`config.mk`:
```
export PLATFORM = sky130hd
export DESIGN_NAME = flash_cmd_ctrl
export DESIGN_NICKNAME = d
export VERILOG_FILES = /design/src/logic/flash_cmd_pkg.sv /design/src/logic/flash_cmd_ctrl.sv /design/src/logic/level_sync.sv /design/src/logic/nv_loader.sv
export VERILOG_INCLUDE_DIRS = /design/src /design/src/logic
export SDC_FILE = /design/constraint.sdc
export NUM_CORES = 1
export LEC_CHECK = 0
export ABC_AREA = 1
export BUFFER_PORTS_ARGS = -buffer_cell sky130_fd_sc_hd__buf_2
export CAP_MARGIN = 10
export CORE_MARGIN = 1.5
export CORE_UTILIZATION = 40
export CTS_CLUSTER_DIAMETER = 40
export DETAILED_ROUTE_END_ITERATION = 10
export GPL_TIMING_DRIVEN = 0
export PLACE_DENSITY = 0.65
export RECOVER_POWER = 50
export REMOVE_ABC_BUFFERS = 1
export SLEW_MARGIN = 30
export SYNTH_ARGS = -nofsm -noshare
export SYNTH_HDL_FRONTEND = slang
export SYNTH_SLANG_ARGS = --single-unit
```
`constraint.sdc`:
```
create_clock -name mclk -period 5.4 [get_ports mclk]
set_input_delay 1.35 -clock mclk [delete_from_list [all_inputs] [get_ports mclk]]
set_output_delay 1.35 -clock mclk [all_outputs]
set_load 0.05 [all_outputs]
```
`src/logic/flash_cmd_map.svh`:
```
`ifndef FLASH_CMD_MAP_SVH
`define FLASH_CMD_MAP_SVH

// Register indices on the register port
`define REG_CONFIG        4'h0
`define REG_NV_CONTROL    4'h1
`define REG_STATUS        4'h2
`define REG_COMMAND       4'h3
`define REG_ADDR_HIGH     4'h4
`define REG_ADDR_LOW      4'h5
`define REG_DATA_HIGH     4'h6
`define REG_DATA_LOW      4'h7
`define REG_PROTECT       4'h8

// Status bit positions
`define STAT_EMPTY_BIT    7
`define STAT_DONE_BIT     6
`define STAT_VIOL_BIT     5
`define STAT_ERR_BIT      4
`define STAT_BLANK_BIT    2
`define STAT_FAIL_BIT     1

// Config bit positions
`define CFG_EMPTY_IE_BIT  7
`define CFG_DONE_IE_BIT   6

// Reset values
`define CONFIG_RESET      8'h00
`define PROTECT_RESET     8'h00
`define NV_RESET          8'hFF

// Configuration byte location in global Flash space
`define NV_CFG_ADDR       23'h7F_FF0E

// Command codes
`define CMD_ERASE_VERIFY  8'h05
`define CMD_DATA_COMPRESS 8'h06
`define CMD_PROGRAM       8'h20
`define CMD_SECTOR_ERASE  8'h40
`define CMD_MASS_ERASE    8'h41
`define CMD_SECTOR_ABORT  8'h47

`endif

```
`src/logic/flash_cmd_pkg.sv`:
```
package flash_cmd_pkg;

  typedef enum logic [2:0] {
    SEQ_IDLE = 3'b001,
    SEQ_WORD = 3'b010,
    SEQ_CMD  = 3'b100
  } seq_e;

  typedef enum logic [1:0] {
    LD_REQ  = 2'b01,
    LD_DONE = 2'b10
  } load_e;

  typedef struct packed {
    logic [7:0]  cmd;
    logic [15:0] addr;
    logic [15:0] data;
  } flash_op_s;

endpackage : flash_cmd_pkg

```
`src/logic/flash_cmd_ctrl.sv`:
```
// Implementation choices: the register offsets and the address-and-strobe port.
`timescale 1ns/1ps
`include "flash_cmd_map.svh"
module flash_cmd_ctrl (
  input  wire logic                     mclk,
  input  wire logic                     resetn,
  input  wire logic [3:0]               reg_addr,
  input  wire logic [7:0]               reg_wdata,
  input  wire logic                     reg_wr,
  input  wire logic                     reg_rd,
  output logic [7:0]                    reg_rdata,
  input  wire logic                     array_wr,
  input  wire logic [15:0]              array_wr_addr,
  input  wire logic [15:0]              array_wr_data,
  input  wire logic                     stop_req,
  input  wire logic                     special_mode_pin,
  output logic                          op_start,
  output flash_cmd_pkg::flash_op_s      op_data,
  output logic                          op_abort,
  input  wire logic                     op_done,
  input  wire logic                     op_erased,
  input  wire logic                     op_error,
  output logic                          cfg_rd_req,
  output logic [22:0]                   cfg_rd_addr,
  input  wire logic                     cfg_rd_valid,
  input  wire logic [7:0]               cfg_rd_data,
  output logic [7:0]                    nv_control,
  output logic                          buffer_empty_irq,
  output logic                          complete_irq
);
  logic rst_meta_r;
  logic rst_n;
  logic special_mode;
  logic nv_loaded;

  always_ff @(posedge mclk or negedge resetn) begin
    if (!resetn) begin
      rst_meta_r <= 1'b0;
      rst_n      <= 1'b0;
    end else begin
      rst_meta_r <= 1'b1;
      rst_n      <= rst_meta_r;
    end
  end

  level_sync u_mode_sync (
    .mclk (mclk),
    .rst_n(rst_n),
    .din  (special_mode_pin),
    .dout (special_mode)
  );

  nv_loader u_nv_loader (
    .mclk        (mclk),
    .rst_n       (rst_n),
    .cfg_rd_valid(cfg_rd_valid),
    .cfg_rd_data (cfg_rd_data),
    .cfg_rd_req  (cfg_rd_req),
    .cfg_rd_addr (cfg_rd_addr),
    .nv_control  (nv_control),
    .nv_loaded   (nv_loaded)
  );

  // Software registers
  logic [7:0]                config_r;
  logic [7:0]                config_nxt;
  logic [7:0]                protect_r;
  logic [7:0]                protect_nxt;
  logic [7:0]                rdata_nxt;

  // Sequence and command state
  flash_cmd_pkg::seq_e       seq_r;
  flash_cmd_pkg::seq_e       seq_nxt;
  flash_cmd_pkg::flash_op_s  build_r;
  flash_cmd_pkg::flash_op_s  build_nxt;
  flash_cmd_pkg::flash_op_s  pend_r;
  flash_cmd_pkg::flash_op_s  pend_nxt;
  flash_cmd_pkg::flash_op_s  act_r;
  flash_cmd_pkg::flash_op_s  act_nxt;
  logic                      pend_full_r;
  logic                      pend_full_nxt;
  logic                      act_busy_r;
  logic                      act_busy_nxt;
  logic                      start_r;
  logic                      start_nxt;
  logic                      abort_r;
  logic                      abort_nxt;

  // Flags
  logic                      cmd_complete_flag_r;
  logic                      cmd_complete_flag_nxt;
  logic                      protection_violation_flag_r;
  logic                      protection_violation_flag_nxt;
  logic                      access_error_flag_r;
  logic                      access_error_flag_nxt;
  logic                      blank_r;
  logic                      blank_nxt;
  logic                      fail_r;
  logic                      fail_nxt;

  logic                      wr_status;
  logic                      wr_command;
  logic                      flags_block;
  logic                      in_sequence;
  logic                      cmd_legal;
  logic                      cmd_modifies;
  logic                      addr_protected;
  logic                      set_violation;
  logic                      set_access_error;
  logic                      set_fail;
  logic                      launch;
  logic [7:0]                status_rd;

  assign wr_status   = reg_wr && (reg_addr == `REG_STATUS);
  assign wr_command  = reg_wr && (reg_addr == `REG_COMMAND);
  assign flags_block = protection_violation_flag_r || access_error_flag_r;
  assign in_sequence = (seq_r != flash_cmd_pkg::SEQ_IDLE);

  always_comb begin
    case (reg_wdata)
      `CMD_ERASE_VERIFY,
      `CMD_DATA_COMPRESS,
      `CMD_PROGRAM,
      `CMD_SECTOR_ERASE,
      `CMD_MASS_ERASE,
      `CMD_SECTOR_ABORT: cmd_legal = 1'b1;
      default:           cmd_legal = 1'b0;
    endcase
  end

  assign cmd_modifies   = (reg_wdata == `CMD_PROGRAM) || (reg_wdata == `CMD_SECTOR_ERASE) ||
                          (reg_wdata == `CMD_MASS_ERASE);
  // Pages at or above the boundary are protected; a zero boundary disables protection
  assign addr_protected = (protect_r != 8'h00) && (build_r.addr[15:8] >= protect_r);

  // Buffer-empty reads as the inverse of the pending slot
  assign launch = wr_status && reg_wdata[`STAT_EMPTY_BIT] &&
                  (seq_r == flash_cmd_pkg::SEQ_CMD) && !flags_block && !pend_full_r;

  always_comb begin
    seq_nxt       = seq_r;
    build_nxt     = build_r;
    pend_nxt      = pend_r;
    pend_full_nxt = pend_full_r;
    act_nxt       = act_r;
    act_busy_nxt  = act_busy_r;
    start_nxt     = 1'b0;
    abort_nxt     = 1'b0;
    blank_nxt     = blank_r;
    set_violation    = 1'b0;
    set_access_error = 1'b0;
    set_fail      = 1'b0;

    // Array write opens a sequence; refused while a flag blocks it
    if (array_wr && !flags_block) begin
      if (in_sequence || pend_full_r) begin
        set_access_error = 1'b1;
        seq_nxt    = flash_cmd_pkg::SEQ_IDLE;
      end else begin
        build_nxt.addr = array_wr_addr;
        build_nxt.data = array_wr_data;
        seq_nxt        = flash_cmd_pkg::SEQ_WORD;
      end
    end

    if (wr_command) begin
      if (seq_r != flash_cmd_pkg::SEQ_WORD || !cmd_legal) begin
        set_access_error = 1'b1;
        seq_nxt    = flash_cmd_pkg::SEQ_IDLE;
      end else if (cmd_modifies && addr_protected) begin
        set_violation = 1'b1;
        seq_nxt   = flash_cmd_pkg::SEQ_IDLE;
      end else begin
        build_nxt.cmd = reg_wdata;
        seq_nxt       = flash_cmd_pkg::SEQ_CMD;
      end
    end

    if (wr_status && !reg_wdata[`STAT_EMPTY_BIT] && in_sequence) begin
      set_access_error = 1'b1;
      seq_nxt    = flash_cmd_pkg::SEQ_IDLE;
    end

    if (launch) begin
      pend_nxt      = build_r;
      pend_full_nxt = 1'b1;
      blank_nxt     = 1'b0;
      seq_nxt       = flash_cmd_pkg::SEQ_IDLE;
    end

    // Abort command only ends a running sector erase
    if (pend_full_r && pend_r.cmd == `CMD_SECTOR_ABORT) begin
      pend_full_nxt = launch;
      if (act_busy_r && !op_done && act_r.cmd == `CMD_SECTOR_ERASE) begin
        abort_nxt  = 1'b1;
        set_access_error = 1'b1;
      end
    end else if (!act_busy_r && pend_full_r) begin
      act_nxt       = pend_r;
      act_busy_nxt  = 1'b1;
      start_nxt     = 1'b1;
      pend_full_nxt = launch;
    end

    if (act_busy_r && op_done) begin
      act_busy_nxt = 1'b0;
      if (act_r.cmd == `CMD_ERASE_VERIFY) begin
        blank_nxt = op_erased;
        set_fail  = !op_erased;
      end
      if (op_error) begin
        set_access_error = 1'b1;
        if (act_r.cmd == `CMD_ERASE_VERIFY || act_r.cmd == `CMD_DATA_COMPRESS) begin
          pend_full_nxt = launch;
        end
      end
    end

    if (stop_req && !cmd_complete_flag_r) begin
      set_access_error = 1'b1;
    end
  end

  // Complete flag follows emptiness of both slots, so a fetched pending keeps it clear
  assign cmd_complete_flag_nxt = !pend_full_nxt && !act_busy_nxt;

  always_comb begin
    protection_violation_flag_nxt = protection_violation_flag_r;
    access_error_flag_nxt         = access_error_flag_r;
    fail_nxt                      = fail_r;
    if (wr_status && reg_wdata[`STAT_VIOL_BIT]) begin
      protection_violation_flag_nxt = 1'b0;
    end
    if (wr_status && reg_wdata[`STAT_ERR_BIT]) begin
      access_error_flag_nxt = 1'b0;
    end
    if (wr_status && special_mode && reg_wdata[`STAT_FAIL_BIT]) begin
      fail_nxt = 1'b0;
    end
    if (set_violation) begin
      protection_violation_flag_nxt = 1'b1;
    end
    if (set_access_error) begin
      access_error_flag_nxt = 1'b1;
    end
    if (set_fail) begin
      fail_nxt = 1'b1;
    end
  end

  always_comb begin
    config_nxt  = config_r;
    protect_nxt = protect_r;
    if (reg_wr && reg_addr == `REG_CONFIG) begin
      config_nxt = reg_wdata & 8'hC0;
    end
    if (reg_wr && reg_addr == `REG_PROTECT) begin
      protect_nxt = reg_wdata;
    end
  end

  always_comb begin
    status_rd                   = 8'h00;
    status_rd[`STAT_EMPTY_BIT]  = !pend_full_r;
    status_rd[`STAT_DONE_BIT]   = cmd_complete_flag_r;
    status_rd[`STAT_VIOL_BIT]   = protection_violation_flag_r;
    status_rd[`STAT_ERR_BIT]    = access_error_flag_r;
    status_rd[`STAT_BLANK_BIT]  = blank_r;
    status_rd[`STAT_FAIL_BIT]   = fail_r && special_mode;
  end

  always_comb begin
    rdata_nxt = 8'h00;
    if (reg_rd) begin
      case (reg_addr)
        `REG_CONFIG:     rdata_nxt = config_r;
        `REG_NV_CONTROL: rdata_nxt = nv_control;
        `REG_STATUS:     rdata_nxt = status_rd;
        `REG_COMMAND:    rdata_nxt = build_r.cmd;
        `REG_ADDR_HIGH:  rdata_nxt = build_r.addr[15:8];
        `REG_ADDR_LOW:   rdata_nxt = build_r.addr[7:0];
        `REG_DATA_HIGH:  rdata_nxt = build_r.data[15:8];
        `REG_DATA_LOW:   rdata_nxt = build_r.data[7:0];
        `REG_PROTECT:    rdata_nxt = protect_r;
        default:         rdata_nxt = 8'h00;
      endcase
    end
  end

  always_ff @(posedge mclk or negedge rst_n) begin
    if (!rst_n) begin
      config_r    <= `CONFIG_RESET;
      protect_r   <= `PROTECT_RESET;
      reg_rdata   <= 8'h00;
      seq_r       <= flash_cmd_pkg::SEQ_IDLE;
      build_r     <= '0;
      pend_r      <= '0;
      act_r       <= '0;
      pend_full_r <= 1'b0;
      act_busy_r  <= 1'b0;
      start_r     <= 1'b0;
      abort_r     <= 1'b0;
      cmd_complete_flag_r         <= 1'b1;
      protection_violation_flag_r <= 1'b0;
      access_error_flag_r         <= 1'b0;
      blank_r     <= 1'b0;
      fail_r      <= 1'b0;
    end else begin
      config_r    <= config_nxt;
      protect_r   <= protect_nxt;
      reg_rdata   <= rdata_nxt;
      seq_r       <= seq_nxt;
      build_r     <= build_nxt;
      pend_r      <= pend_nxt;
      act_r       <= act_nxt;
      pend_full_r <= pend_full_nxt;
      act_busy_r  <= act_busy_nxt;
      start_r     <= start_nxt;
      abort_r     <= abort_nxt;
      cmd_complete_flag_r         <= cmd_complete_flag_nxt;
      protection_violation_flag_r <= protection_violation_flag_nxt;
      access_error_flag_r         <= access_error_flag_nxt;
      blank_r     <= blank_nxt;
      fail_r      <= fail_nxt;
    end
  end

  assign op_start = start_r;
  assign op_data  = act_r;
  assign op_abort = abort_r;

  assign buffer_empty_irq = !pend_full_r && config_r[`CFG_EMPTY_IE_BIT];
  assign complete_irq     = cmd_complete_flag_r && config_r[`CFG_DONE_IE_BIT];
endmodule : flash_cmd_ctrl

```
`src/logic/level_sync.sv`:
```
`timescale 1ns/1ps
module level_sync (
  input  wire logic mclk,
  input  wire logic rst_n,
  input  wire logic din,
  output logic      dout
);
  logic meta_r;
  logic meta_nxt;
  logic out_nxt;

  always_comb begin
    meta_nxt = din;
    out_nxt  = meta_r;
  end

  always_ff @(posedge mclk or negedge rst_n) begin
    if (!rst_n) begin
      meta_r <= 1'b0;
      dout   <= 1'b0;
    end else begin
      meta_r <= meta_nxt;
      dout   <= out_nxt;
    end
  end
endmodule : level_sync

```
`src/logic/nv_loader.sv`:
```
`timescale 1ns/1ps
`include "flash_cmd_map.svh"
module nv_loader (
  input  wire logic        mclk,
  input  wire logic        rst_n,
  input  wire logic        cfg_rd_valid,
  input  wire logic [7:0]  cfg_rd_data,
  output logic             cfg_rd_req,
  output logic [22:0]      cfg_rd_addr,
  output logic [7:0]       nv_control,
  output logic             nv_loaded
);
  flash_cmd_pkg::load_e state_r;
  flash_cmd_pkg::load_e state_nxt;
  logic [7:0]           nv_r;
  logic [7:0]           nv_nxt;

  // Fetch the configuration byte once after reset
  always_comb begin
    state_nxt = state_r;
    nv_nxt    = nv_r;
    case (state_r)
      flash_cmd_pkg::LD_REQ: begin
        if (cfg_rd_valid) begin
          nv_nxt    = cfg_rd_data;
          state_nxt = flash_cmd_pkg::LD_DONE;
        end
      end
      flash_cmd_pkg::LD_DONE: state_nxt = flash_cmd_pkg::LD_DONE;
      default: state_nxt = flash_cmd_pkg::LD_REQ;
    endcase
  end

  always_ff @(posedge mclk or negedge rst_n) begin
    if (!rst_n) begin
      state_r <= flash_cmd_pkg::LD_REQ;
      nv_r    <= `NV_RESET;
    end else begin
      state_r <= state_nxt;
      nv_r    <= nv_nxt;
    end
  end

  assign cfg_rd_req  = (state_r == flash_cmd_pkg::LD_REQ);
  assign cfg_rd_addr = `NV_CFG_ADDR;
  assign nv_control  = nv_r;
  assign nv_loaded   = (state_r == flash_cmd_pkg::LD_DONE);
endmodule : nv_loader

```
; Word level (Yosys, flattened, before mapping)
; Cells that the tools add are included.
[word_totals]
regBits = 164
in_bits = 63
[op_classes]
bitwise = 4
mux = 49
n_lt_le_gt_ge = 1
n_reduce_logical = 54
n_eq_ne = 24
[ops]
columns = op, n
row1 = case mux 8 bit (9 select lines), 1
row2 = "equality test 8 x 7 -> 1 bit, second input constant", 5
row3 = two-way mux 1 bit, 38
row4 = "equality test 8 x 3 -> 1 bit, second input constant", 4
row5 = logical AND 1 bit, 27
row6 = two-way mux 3 bit, 6
row7 = "equality test 4 x 3 -> 1 bit, second input constant", 4
row8 = logical NOT 1 bit, 10
row9 = "equality test 4 x 2 -> 1 bit, second input constant", 2
row10 = "equality test 8 x 6 -> 1 bit, second input constant", 1
row11 = greater-or-equal comparator 8 bit, 1
row12 = two-way mux 8 bit, 1
row13 = nonzero test 8 bit, 1
row14 = logical OR 1 bit, 6
row15 = AND reduction 2 bit, 3
row16 = nonzero test 2 bit, 3
row17 = OR reduction 6 bit, 1
row18 = "equality test 4 x 1 -> 1 bit, second input constant", 1
row19 = "equality test 4 bit, second input constant", 1
row20 = logical NOT 4 bit, 1
row21 = two-way mux 2 bit, 2
row22 = inverter 1 bit, 4
row23 = case mux 2 bit (2 select lines), 1
row24 = nonzero test 4 bit, 1
row25 = 7 further kinds, 7

; Depth between registers and ports, before layout
; Gate-level depths: netlist (run 1).
[logic_depth]
depth_word = 14
depth_mapped = 13
depth_no_buf = 13

; Modules after synthesis
; Synthesis (run 1) repeated with hierarchy kept, for this count alone.
[unflattened]
cells_unflattened = 857
hier_area_um2 = 7383.3
[modules_own_cells]
columns = module, cells_each, area_each_um2, instances
row1 = flash_cmd_ctrl, 779, 6688.9, 1
row2 = nv_loader, 76, 644.4, 1
row3 = level_sync, 2, 50.0, 1

; Worst setup path after synthesis (run 1)
; No wires, ideal clock.
[synth_timing]
kind = register to output
startpoint = register pend_full_r
endpoint = output buffer_empty_irq
stages_incl_launch_ff = 3
slack_ps = 2903
t_arrival_ps = 1147
required_time_ps = 4050
cell_sequence = dfrtp_1 buf_2 nor2_1
[synth_between]
elab_chain_len = 2
[synth_rtl]
columns = item, line_no
row1 = from (decl), flash_cmd_ctrl.sv:80  ; logic pend_full_r;
row2 = from (signal assigned), flash_cmd_ctrl.sv:316  ; pend_full_r <= pend_full_nxt;
row3 = logical NOT 1 bit, flash_cmd_ctrl.sv:332  ; assign buffer_empty_irq = !pend_full_r && config_r[`CFG_EMPTY_IE_BIT];
row4 = logical AND 1 bit, flash_cmd_ctrl.sv:332
row5 = to (decl), flash_cmd_ctrl.sv:28  ; output logic buffer_empty_irq,
; No other way between the ends.

; Worst setup path after layout (run 1)
[layout_timing]
startpoint = register pend_r[33] (netlist bit)
endpoint = register act_r, in the netlist op_data[32]
[layout_between]
elab_chain_len = 4
[layout_rtl]
columns = item, line_no
row1 = from (decl), flash_cmd_ctrl.sv:76  ; flash_cmd_pkg::flash_op_s pend_r;
row2 = from (signal assigned), flash_cmd_ctrl.sv:314  ; pend_r <= pend_nxt;
row3 = equality test 8 x 7 -> 1 bit (no source line), -
row4 = logical AND 1 bit (no source line), -
row5 = inverter 1 bit (no source line), -
row6 = AND reduction 2 bit (no source line), -
row7 = to (signal assigned), flash_cmd_ctrl.sv:315  ; act_r <= act_nxt;
row8 = to (decl), flash_cmd_ctrl.sv:78  ; flash_cmd_pkg::flash_op_s act_r;
; No other way between the ends.
; A chain may end at the register's enable or synchronous reset.

==> summary.txt, run 1 <==
Status
  – Run status: complete, but fails checks
  – Violated checks: DRC, capacitance limit, slew limit

Yosys
  – Most common cell in the netlist: nand2_1
  – Post-synth EDFFs: 0
  – #FFs+latches synth: about 160
  – Synthesized cell area: 7490 um^2
  – Gate count of the mapped netlist: 854
  – Compound-Gate Fraction of Synth Area: about an eighth
  – Combinational family with the most area after synthesis: simple AND/OR/NAND/NOR gates
  – Count of different cell masters after synthesis: 36
  – Synthesized-area fraction occupied by and/or/nand/nor cells: 19.8%
  – Top flip-flop cell by instance count after synthesis: dfrtp_1
  – Async set-reset flop share out of synthesis: 100%
  – Synth Area in Adders: under 10%
  – Synthesized-area fraction occupied by xor and xnor cells: 0%
  – Cells taking the most area after synthesis: dfrtp_1 51%, nand2_1 12%, inv_1 5.4%
  – Share of synthesized area occupied by flip-flops and latches: 55.0%
  – Top-area cell type share of the netlist area: 51.1%
  – Mean cell area of the mapped netlist: 8.77 um^2
  – Most used standard cells in the synthesized netlist: 237 x nand2_1, 153 x dfrtp_1, 107 x inv_1
  – Proportion of synthesized area in mux cells: 0.902%
  – Syn. warnings: 0
  – Post-synthesis cell type with the largest combined area: dfrtp_1

Routing
  – Number of search-and-repair iterations in the first detailed-routing pass: 9
  – Routed wirelength normalized by instance count: approximately 15 um
  – Per-cell via count in the routed design: 4.88
  – Routed vias: 5954
  – Count of unresolved DRC violations after routing: 9
  – Number of nets with antenna violations after routing: 0
  – Aggregate routed wire length: 18700 um
  – DR iter-0 viols: 463

Timing
  – Max-slew violation count: 173
  – Setup Skew: 11.8 ps
  – TNS Setup: 0 ps
  – Unrepaired setup endpoints after global routing: no
  – FMAX: roughly 270 MHz
  – Worst-case headroom to the max-slew limit: -51.8%
  – Number of hold violations in the final report: 0
  – Count of endpoints failing setup in the final report: 0
  – Final critical-path share of the clock period: 68.6%
  – Transition time at the pin with the least slew margin: 2280 ps
  – Minimum clock period: 3700 ps

Min path
  – Instance count along the most critical hold path: 0
  – Path category of the worst min-delay check: flip-flop to flip-flop
  – Endpoint, Worst Hold: rst_n
  – Launch point of the worst hold path: rst_meta_r

Clock tree
  – Clock tree from TritonCTS: built
  – Skew-Pair Late Insertion Delay: around 430 ps
  – TritonCTS Buffers: 17
  – Setup Buffers After CTS: 0
  – Hold buffer count at cts: 0
  – Maximum clock path buffer count: 2
  – Clock Sinks: around 160
  – Gates resized, CTS repair: 0
  – Clk root buf: clkbuf_16
  – Total number of H-tree levels: 4
  – Register clock-pin slew on the reported worst setup and hold paths: 60 ps

Power
  – Static leakage: 4.79 nW
  – PD cells: between 400 and 500 nW/um^2
  – Maximum resistive drop on vdd: 0.000290 V

Global route
  – Initial antenna violation count: 1
  – Total global-route track usage: between 20% and 30%
  – Number of global-route vias before repair: 5775
  – Global-route wire length before repair: 30700 um
  – Maximum number of pins on one net before global-route repair: 55
  – Overflow left after global routing: 0

Placed design
  – Dpl hpwl: 13500 um
  – # port buffers: 123
  – Placer congestion estimate: 0.881
  – Cell Area, Placed: 8290 um^2

Final layout
  – Final design instance area without fill: a little under 9000 um^2
  – Synth-to-Final Area Change: 17.9%
  – Filler cells: 1777
  – Fraction of final layout cells with drive strength greater than 1: a little under a quarter
  – Number of nets in the finished design: between 1000 and 1500

Critical path
  – CP Data Required Time: 5730 ps
  – Number of cells on the worst reg-to-reg path: 7
  – Top Family by Delay on Critical Path: simple AND/OR/NAND/NOR gates
  – Startpoint type of the worst setup path: flip-flop
  – Slowest stage cell, crit path: nand3_1
  – Critical path, cell by cell: nand2_1, nor3_1, nand4_1, nand3_1, inv_2, nand2_1, o21ai_1
  – Crit path arrival time: 4030 ps
  – Crit-path max FO: 43
  – Most numerous cell on the critical path: nand2_1
  – Critical register-to-register path endpoint: op_data[32]
  – Crit Reg-Reg Startpoint: pend_r[33]
  – Startpoint-to-endpoint class of the critical path: flip-flop to flip-flop
  – Buf+Inv Stages, Crit Path: 1
  – Worst-case register-to-register setup slack: 1700 ps
  – Worst Setup End Kind: flip-flop
  – Slowest cell delay on critical path: 1350 ps

Floorplanning
  – Number of top-level pins: 147
  – Y dimension of the die: 140 um
  – Initial core utilization: 41.3%
  – Count of standard-cell rows: 49
  – DIE WIDTH: 140 um
  – Die area: about 20000 um^2
  – Core region area: 18100 um^2

Run
  – Max Cap Violations: 4
[final cells by class]
cell class	instances	area, um^2	area share (%)
inverter	114	429	4.86
sequential	164	4120	46.6
multi-input combinational	550	2680	30.3
timing repair buffer	129	717	8.12
clock buffer	21	470	5.33
antenna	1	2.50	0.0283
tap	229	287	3.25
clock inverter	11	128	1.45
[how the worst max path moves through the flow]
stage	start	endpoint	cells past startpoint
after floorplan	rst_n	access_error_flag_r	0
after global routing	pend_r[33]	op_data[5]	7
after detailed placement	reg_wdata[7]	seq_r[1]	9
final	pend_r[33]	op_data[32]	7
after global placement	rst_n	pend_r[18]	0
after CTS	u_nv_loader.state_r[0]	cfg_rd_req	2
[sequential cells by signal (all words and copies together), names as in the netlist, 3 cells and up]
name	cells
build_r	40
op_data	40
pend_r	40
protect_r	8
reg_rdata	8
seq_r	3
u_nv_loader.nv_control	8
[power by group]
group          internal [mW]  switching [mW]
Clock                  0.719           0.502
Combinational          0.243           0.595
Sequential              1.45           0.101
Total                   2.41            1.20
[metrics by stage]
step | hold slack (ps) | power, mW | utilization (%) | instances | setup slack [ps]
6_report | 351 | 3.61 | 48.6 | 1219 | 1700
5_1_grt | 368 | 3.81 | 48.6 | 1219 | 1340
4_1_cts | 345 | 3.65 | 49.0 | 1218 | 2610
3_5_place_dp | 335 | 2.42 | 45.7 | 1186 | 2550
3_3_place_gp | 335 | 2.38 | 44.7 | 1180 | -1540
2_1_floorplan | 331 | 2.18 | - | 828 | 511
[per-layer routing]
metal | wire [um] | vias up | share of wire, % | track usage (%)
met2 | 8980 | 164 | 48 | 31.7
met4 | 234 | 0 | 1.2 | 6.26
met5 | 0 | - | 0 | 0
met1 | 8410 | 2871 | 45 | 27.6
met3 | 1120 | 18 | 6.0 | 5.16
li1 | - | 2901 | - | -
[cell usage in the layout (no fill, tap or decap), drive strengths merged, types with 6 or more instances in the layout]
cell / synthesis / layout
o22ai: 23 / 23
nand4: 10 / 10
o21bai: 7 / 7
inv: 113 / 113
conb: 2 / 24
mux2: 6 / 6
dfstp: 11 / 11
dfrtp: 153 / 153
ha: 9 / 9
nor3: 8 / 8
nand2: 242 / 242
nor2: 89 / 89
nand3: 11 / 11
clkinv: 1 / 7
o21ai: 61 / 61
clkbuf: 1 / 24
a21oi: 52 / 52
buf: 47 / 126
[kinds of logic (layout without fill, tap and decap cells)]
family / after synthesis / count (layout)
compound gates: 148 / 148
fa+ha+maj: 9 / 9
buf+inv: 162 / 275
flops: 164 / 164
mux: 6 / 6
other cells: 2 / 25
simple gates: 363 / 363
No activity file was read; power rests on OpenSTA's default activity.
==> run 2, diff against run 1 <==
==> constraint.sdc (replaced) <==
create_clock -name mclk -period 3.8 [get_ports mclk]
set_input_delay 0.95 -clock mclk [delete_from_list [all_inputs] [get_ports mclk]]
set_output_delay 0.95 -clock mclk [all_outputs]
set_load 0.05 [all_outputs]
==> run 2 against run 1 <==
The flow still finishes with violations (DRC, capacitance limit, slew limit). First-iteration DRC count rose by 6.5%. Worst setup slack got worse by 400 ps. Critical path type is now flip-flop to async pin. Clock-buffer cell count did not move. Clock power rose by 43%. Critical path depth fell by 6. Largest cell class unchanged.
==> summary.txt, run 2 (synthesized netlist as in run 1, its figures left out) <==
Placed design
  – Cell count after placement: between 1000 and 1500
  – # port buffers: 123
  – Placer congestion estimate: 0.881
  – Dpl hpwl: 13500 um

Timing
  – Worst-case headroom to the max-slew limit: -5.73%
  – TNS Setup: 0 ps
  – Transition time at the pin with the least slew margin: about 1600 ps
  – Unrepaired setup endpoints after global routing: no
  – Setup Skew: 7.66 ps
  – Minimum clock period: 2500 ps
  – Count of endpoints failing setup in the final report: 0
  – Tightest hold margin: 294 ps
  – Max-slew violation count: 37
  – Number of hold violations in the final report: 0
  – FMAX: 400 MHz
  – Final critical-path share of the clock period: 65.9%

Clock tree
  – Total number of H-tree levels: 4
  – Hold buffer count at cts: 0
  – Gates resized, CTS repair: 0
  – Clk root buf: clkbuf_16
  – Clock Sinks: 164
  – TritonCTS Buffers: 17
  – Clock tree from TritonCTS: built
  – Maximum clock path buffer count: 2
  – Setup Buffers After CTS: 0
  – Register clock-pin slew on the reported worst setup and hold paths: approximately 60 ps
  – Skew-Pair Late Insertion Delay: between 400 and 500 ps

Floorplanning
  – Initial core utilization: 41.3%
  – Die area: ~20000 um^2
  – DIE WIDTH: roughly 140 um
  – Number of top-level pins: 147
  – Count of standard-cell rows: just under 50
  – Core region area: 18100 um^2
  – Y dimension of the die: 140 um

Routing
  – DR iter-0 viols: 493
  – Length of routed met2 wiring: between 8000 and 9000 um
  – Aggregate routed wire length: 18600 um
  – Routed wirelength normalized by instance count: 15.3 um
  – Per-cell via count in the routed design: 4.85
  – Met3 layer wire length in the routed design: 973 um
  – Count of unresolved DRC violations after routing: 9
  – Routed vias: roughly 5900
  – Met1 wire length: 8520 um
  – Number of search-and-repair iterations in the first detailed-routing pass: 8
  – Number of nets with antenna violations after routing: 0
  – Top layer in use: met4

Critical path
  – Startpoint-to-endpoint class of the critical path: flip-flop to async pin
  – Number of cells on the worst reg-to-reg path: 1
  – Startpoint type of the worst setup path: flip-flop
  – CP Data Required Time: 4180 ps
  – Critical path, cell by cell: clkbuf_2
  – Worst-case register-to-register setup slack: 1300 ps
  – Worst Setup End Kind: async pin
  – Crit path arrival time: 2880 ps
  – Crit Reg-Reg Startpoint: rst_n
  – Slowest stage cell, crit path: dfrtp_1
  – Slowest cell delay on critical path: 1400 ps
  – Top Family by Delay on Critical Path: flip-flops
  – Critical register-to-register path endpoint: pend_r[12]
  – Crit-path max FO: 44
  – Buf+Inv Stages, Crit Path: 1

Global route
  – Overflow left after global routing: 0
  – Global-route wire length before repair: between 30000 and 40000 um
  – Maximum number of pins on one net before global-route repair: 55
  – Total global-route track usage: 20.2%
  – Number of global-route vias before repair: 5779
  – Initial antenna violation count: 1

Power
  – Power, Total: between 5 and 6 mW
  – PD cells: 579 nW/um^2
  – Maximum resistive drop on vdd: 0.000411 V
  – Static leakage: 4.80 nW

Final layout
  – Final instance count without filler cells: 1219
  – Core utilization of the finished layout: around half
  – Synth-to-Final Area Change: 18.2%
  – Most common library cell in the layout ignoring fill and taps: nand2_1
  – Fraction of final layout cells with drive strength greater than 1: 23.2%
  – Filler cells: 1772
  – Number of nets in the finished design: 1048
  – Most frequent cells in the layout: 238 x nand2_1, 153 x dfrtp_1, 122 x buf_2

Min path
  – Path category of the worst min-delay check: primary input to async pin

Status
  – Run status: complete, but fails checks
  – Violated checks: DRC, capacitance limit, slew limit

Run
  – Max Cap Violations: 1
==> run 2: cell types whose count changed in the layout (fill, tap and decap cells not counted) <==
cell / delta
nand3_4: +1
clkbuf_1: -2
buf_16: -1
nand3_1: -1
clkbuf_2: +1
dfstp_2: -1
dfstp_1: +1
buf_12: +2
==> run 2: layout make-up <==
class / instances / area [um^2] / share of cell area (%)
Inverter: 114 / 429 / 4.85
Clock inverter: 11 / 128 / 1.44
Timing Repair Buffer: 129 / 727 / 8.21
Multi-Input combinational cell: 550 / 2690 / 30.4
Tap cell: 229 / 287 / 3.24
Antenna cell: 1 / 2.50 / 0.0283
Sequential cell: 164 / 4120 / 46.5
Clock buffer: 21 / 470 / 5.32
==> run 2: worst max path at each step <==
stage                           start                   to  slack [ps]  cells after the start
3_3_place_gp                    rst_n           pend_r[18]       -3140                      0
3_5_place_dp             reg_wdata[7]             seq_r[1]        1350                      9
5_1_grt                         rst_n           pend_r[12]         830                      1
4_1_cts        u_nv_loader.state_r[0]           cfg_rd_req        1410                      2
2_1_floorplan                   rst_n  access_error_flag_r       -1090                      0
6_report                        rst_n           pend_r[12]        1300                      1
==> run 2: report_power, final <==
part	switching, mW	internal (mW)
Combinational	0.846	0.346
Sequential	0.143	2.05
Clock	0.716	1.02
==> run 2: layer usage <==
metal	up-vias	global-route usage, %
li1	2897	-
met1	2850	27.6
met2	146	31.7
met3	17	5.06
met4	0	6.26
met5	-	0
==> run 2: stage by stage <==
stage / setup slack, ps / area (um^2)
after CTS: 1410 / 8880
after global placement: -3140 / 8120
after floorplan: -1090 / 7220
after global routing: 825 / 8850
after detailed placement: 1350 / 8290
final: 1300 / 8850
==> run 3, diff against run 2 <==
--- a/config.mk
+++ b/config.mk
@@ -14,7 +14,7 @@
 export CTS_CLUSTER_DIAMETER = 40
 export DETAILED_ROUTE_END_ITERATION = 10
 export GPL_TIMING_DRIVEN = 0
-export PLACE_DENSITY = 0.65
+export PLACE_DENSITY = 0.67
 export RECOVER_POWER = 50
 export REMOVE_ABC_BUFFERS = 1
 export SLEW_MARGIN = 30
==> constraint.sdc (replaced) <==
create_clock -name mclk -period 2.2 [get_ports mclk]
set_input_delay 0.55 -clock mclk [delete_from_list [all_inputs] [get_ports mclk]]
set_output_delay 0.55 -clock mclk [all_outputs]
set_load 0.05 [all_outputs]
==> run 3 against run 2 <==
The flow finishes with violations (DRC). Combinational power rose by 72%. Critical path depth is 1 higher. Utilization fell by 0.46 points. Sequential share of layout area is 0.46 points higher. Via count down 2.6%. Register-to-register slack worse by 1100 ps. Routed wire length fell by 3.5%. Largest cell class unchanged. Highest routed layer unchanged.
==> summary.txt, run 3 (synthesized netlist as in run 1, its figures left out) <==
Timing
  – Setup Skew: 12.9 ps
  – Max-slew violation count: 0
  – Count of endpoints failing setup in the final report: 0
  – Minimum clock period: 1970 ps
  – TNS Setup: 0 ps
  – Number of hold violations in the final report: 0
  – Transition time at the pin with the least slew margin: 890 ps
  – FMAX: 508 MHz
  – Unrepaired setup endpoints after global routing: no
  – Worst-case headroom to the max-slew limit: 40.6%
  – Final critical-path share of the clock period: 89.5%

Global route
  – Number of global-route vias before repair: 5632
  – Total global-route track usage: 19.5%
  – Maximum number of pins on one net before global-route repair: 65
  – Overflow left after global routing: 0
  – Initial antenna violation count: 0
  – Global-route wire length before repair: around 30000 um

Clock tree
  – Skew-Pair Late Insertion Delay: 430 ps
  – Clock tree from TritonCTS: built
  – Register clock-pin slew on the reported worst setup and hold paths: 60 ps
  – TritonCTS Buffers: 17
  – Clk root buf: clkbuf_16
  – Maximum clock path buffer count: 2
  – Total number of H-tree levels: 4
  – Setup Buffers After CTS: 0
  – Clock Sinks: 164

Critical path
  – Startpoint type of the worst setup path: flip-flop
  – Crit path arrival time: ~1400 ps
  – Worst-case register-to-register setup slack: 240 ps
  – Startpoint-to-endpoint class of the critical path: flip-flop to output pin
  – Crit-path max FO: 8
  – Slowest cell delay on critical path: around 500 ps
  – Worst Setup End Kind: output pin
  – Slowest stage cell, crit path: dfrtp_1
  – CP Data Required Time: about 1700 ps
  – Critical path, cell by cell: nor2_1, buf_2

Routing
  – Count of unresolved DRC violations after routing: 12
  – Per-cell via count in the routed design: between 4 and 5
  – Number of nets with antenna violations after routing: 0
  – Met1 wire length: 8420 um
  – Routed vias: 5754
  – Routed wirelength normalized by instance count: ~15 um
  – Length of routed met2 wiring: 8310 um
  – Number of search-and-repair iterations in the first detailed-routing pass: 8
  – Top layer in use: met4
  – Aggregate routed wire length: roughly 18000 um
  – Met3 layer wire length in the routed design: roughly 900 um
  – DR iter-0 viols: 449

Placed design
  – Cell count after placement: 1185
  – Dpl hpwl: around 13000 um
  – Cell Area, Placed: 8270 um^2
  – # port buffers: 123
  – Placer congestion estimate: about 0.88

Final layout
  – Synth-to-Final Area Change: 17.1%
  – Filler cells: 1755
  – Number of nets in the finished design: 1048
  – Final design instance area without fill: 8770 um^2
  – Most common library cell in the layout ignoring fill and taps: nand2_1
  – Core utilization of the finished layout: approximately 48%
  – Antenna diode count: 0
  – Final instance count without filler cells: 1218
  – Fraction of final layout cells with drive strength greater than 1: 22.9%
  – Most frequent cells in the layout: 237 x nand2_1, 152 x dfrtp_1, 119 x buf_2

Power
  – Maximum resistive drop on vdd: 0.000681 V
  – Static leakage: 4.76 nW
  – Power, Total: 8.63 mW
  – PD cells: 984 nW/um^2

Floorplanning
  – Count of standard-cell rows: 49
  – Core region area: 18100 um^2
  – Number of top-level pins: 147
  – DIE WIDTH: 140 um
  – Initial core utilization: between 40% and 50%
  – Die area: 19600 um^2
  – Y dimension of the die: 140 um

Min path
  – Path category of the worst min-delay check: primary input to flip-flop

Run
  – Max Cap Violations: 0

Status
  – Violated checks: DRC
  – Run status: complete, but fails checks
run 3: cell type report:
| type | instances | area (um^2) | area share [%] |
|---|---|---|---|
| flip-flops and latches | 164 | 4120 | 47.0 |
| multi-input cells | 550 | 2690 | 30.7 |
| repair buffers | 129 | 681 | 7.76 |
| clock buffers | 19 | 453 | 5.17 |
| inverters | 114 | 434 | 4.95 |
| well taps | 229 | 287 | 3.27 |
| clock inverters | 13 | 101 | 1.16 |
run 3: final timing paths:
kind                                     endpoint               start  depth (start not counted)
max in group asynchronous             op_data[25]               rst_n                          1
max                              buffer_empty_irq         pend_full_r                          2
min                            u_mode_sync.meta_r    special_mode_pin                          1
max reg2reg                           op_data[37]          pend_r[32]                          7
min in group asynchronous  u_nv_loader.state_r[1]               rst_n                          0
min reg2reg                      u_mode_sync.dout  u_mode_sync.meta_r                          0
run 3: critical path: cells and delay by family, from the launching register on:
kind / cells / cell delay, ps
buf+inv: 1 / 290
simple gates: 1 / 200
flops: 1 / 510
run 3: metrics by stage:
stage / hold slack (ps) / setup WS [ps]
floorplan: 254 / -2690
global placement: 332 / -4670
detailed placement: 339 / -102
CTS: 214 / 120
global route: 212 / 36.9
finish: 231 / 232
run 3: power breakdown:
group / switching [mW] / leakage (nW) / internal [mW] / total, mW
combinational: 1.46 / 2.46 / 0.585 / 2.05
clock: 1.26 / 0.262 / 1.52 / 2.78
sequential: 0.257 / 2.04 / 3.55 / 3.80
total: 2.98 / 4.76 / 5.65 / 8.63
run 3: metal layers:
layer	global-route usage [%]	up-vias
met2	29.9	136
met4	6.09	0
li1	-	2903
met5	0	-
met3	4.51	22
met1	27.5	2693
run 3: repair_timing:
| item | in CTS | in global routing |
|---|---|---|
| resized for setup | 1 | 1 |
| setup endpoints to repair | 36 | 25 |
| hold endpoints to repair | 2 | 0 |
| hold buffers | 1 | 0 |
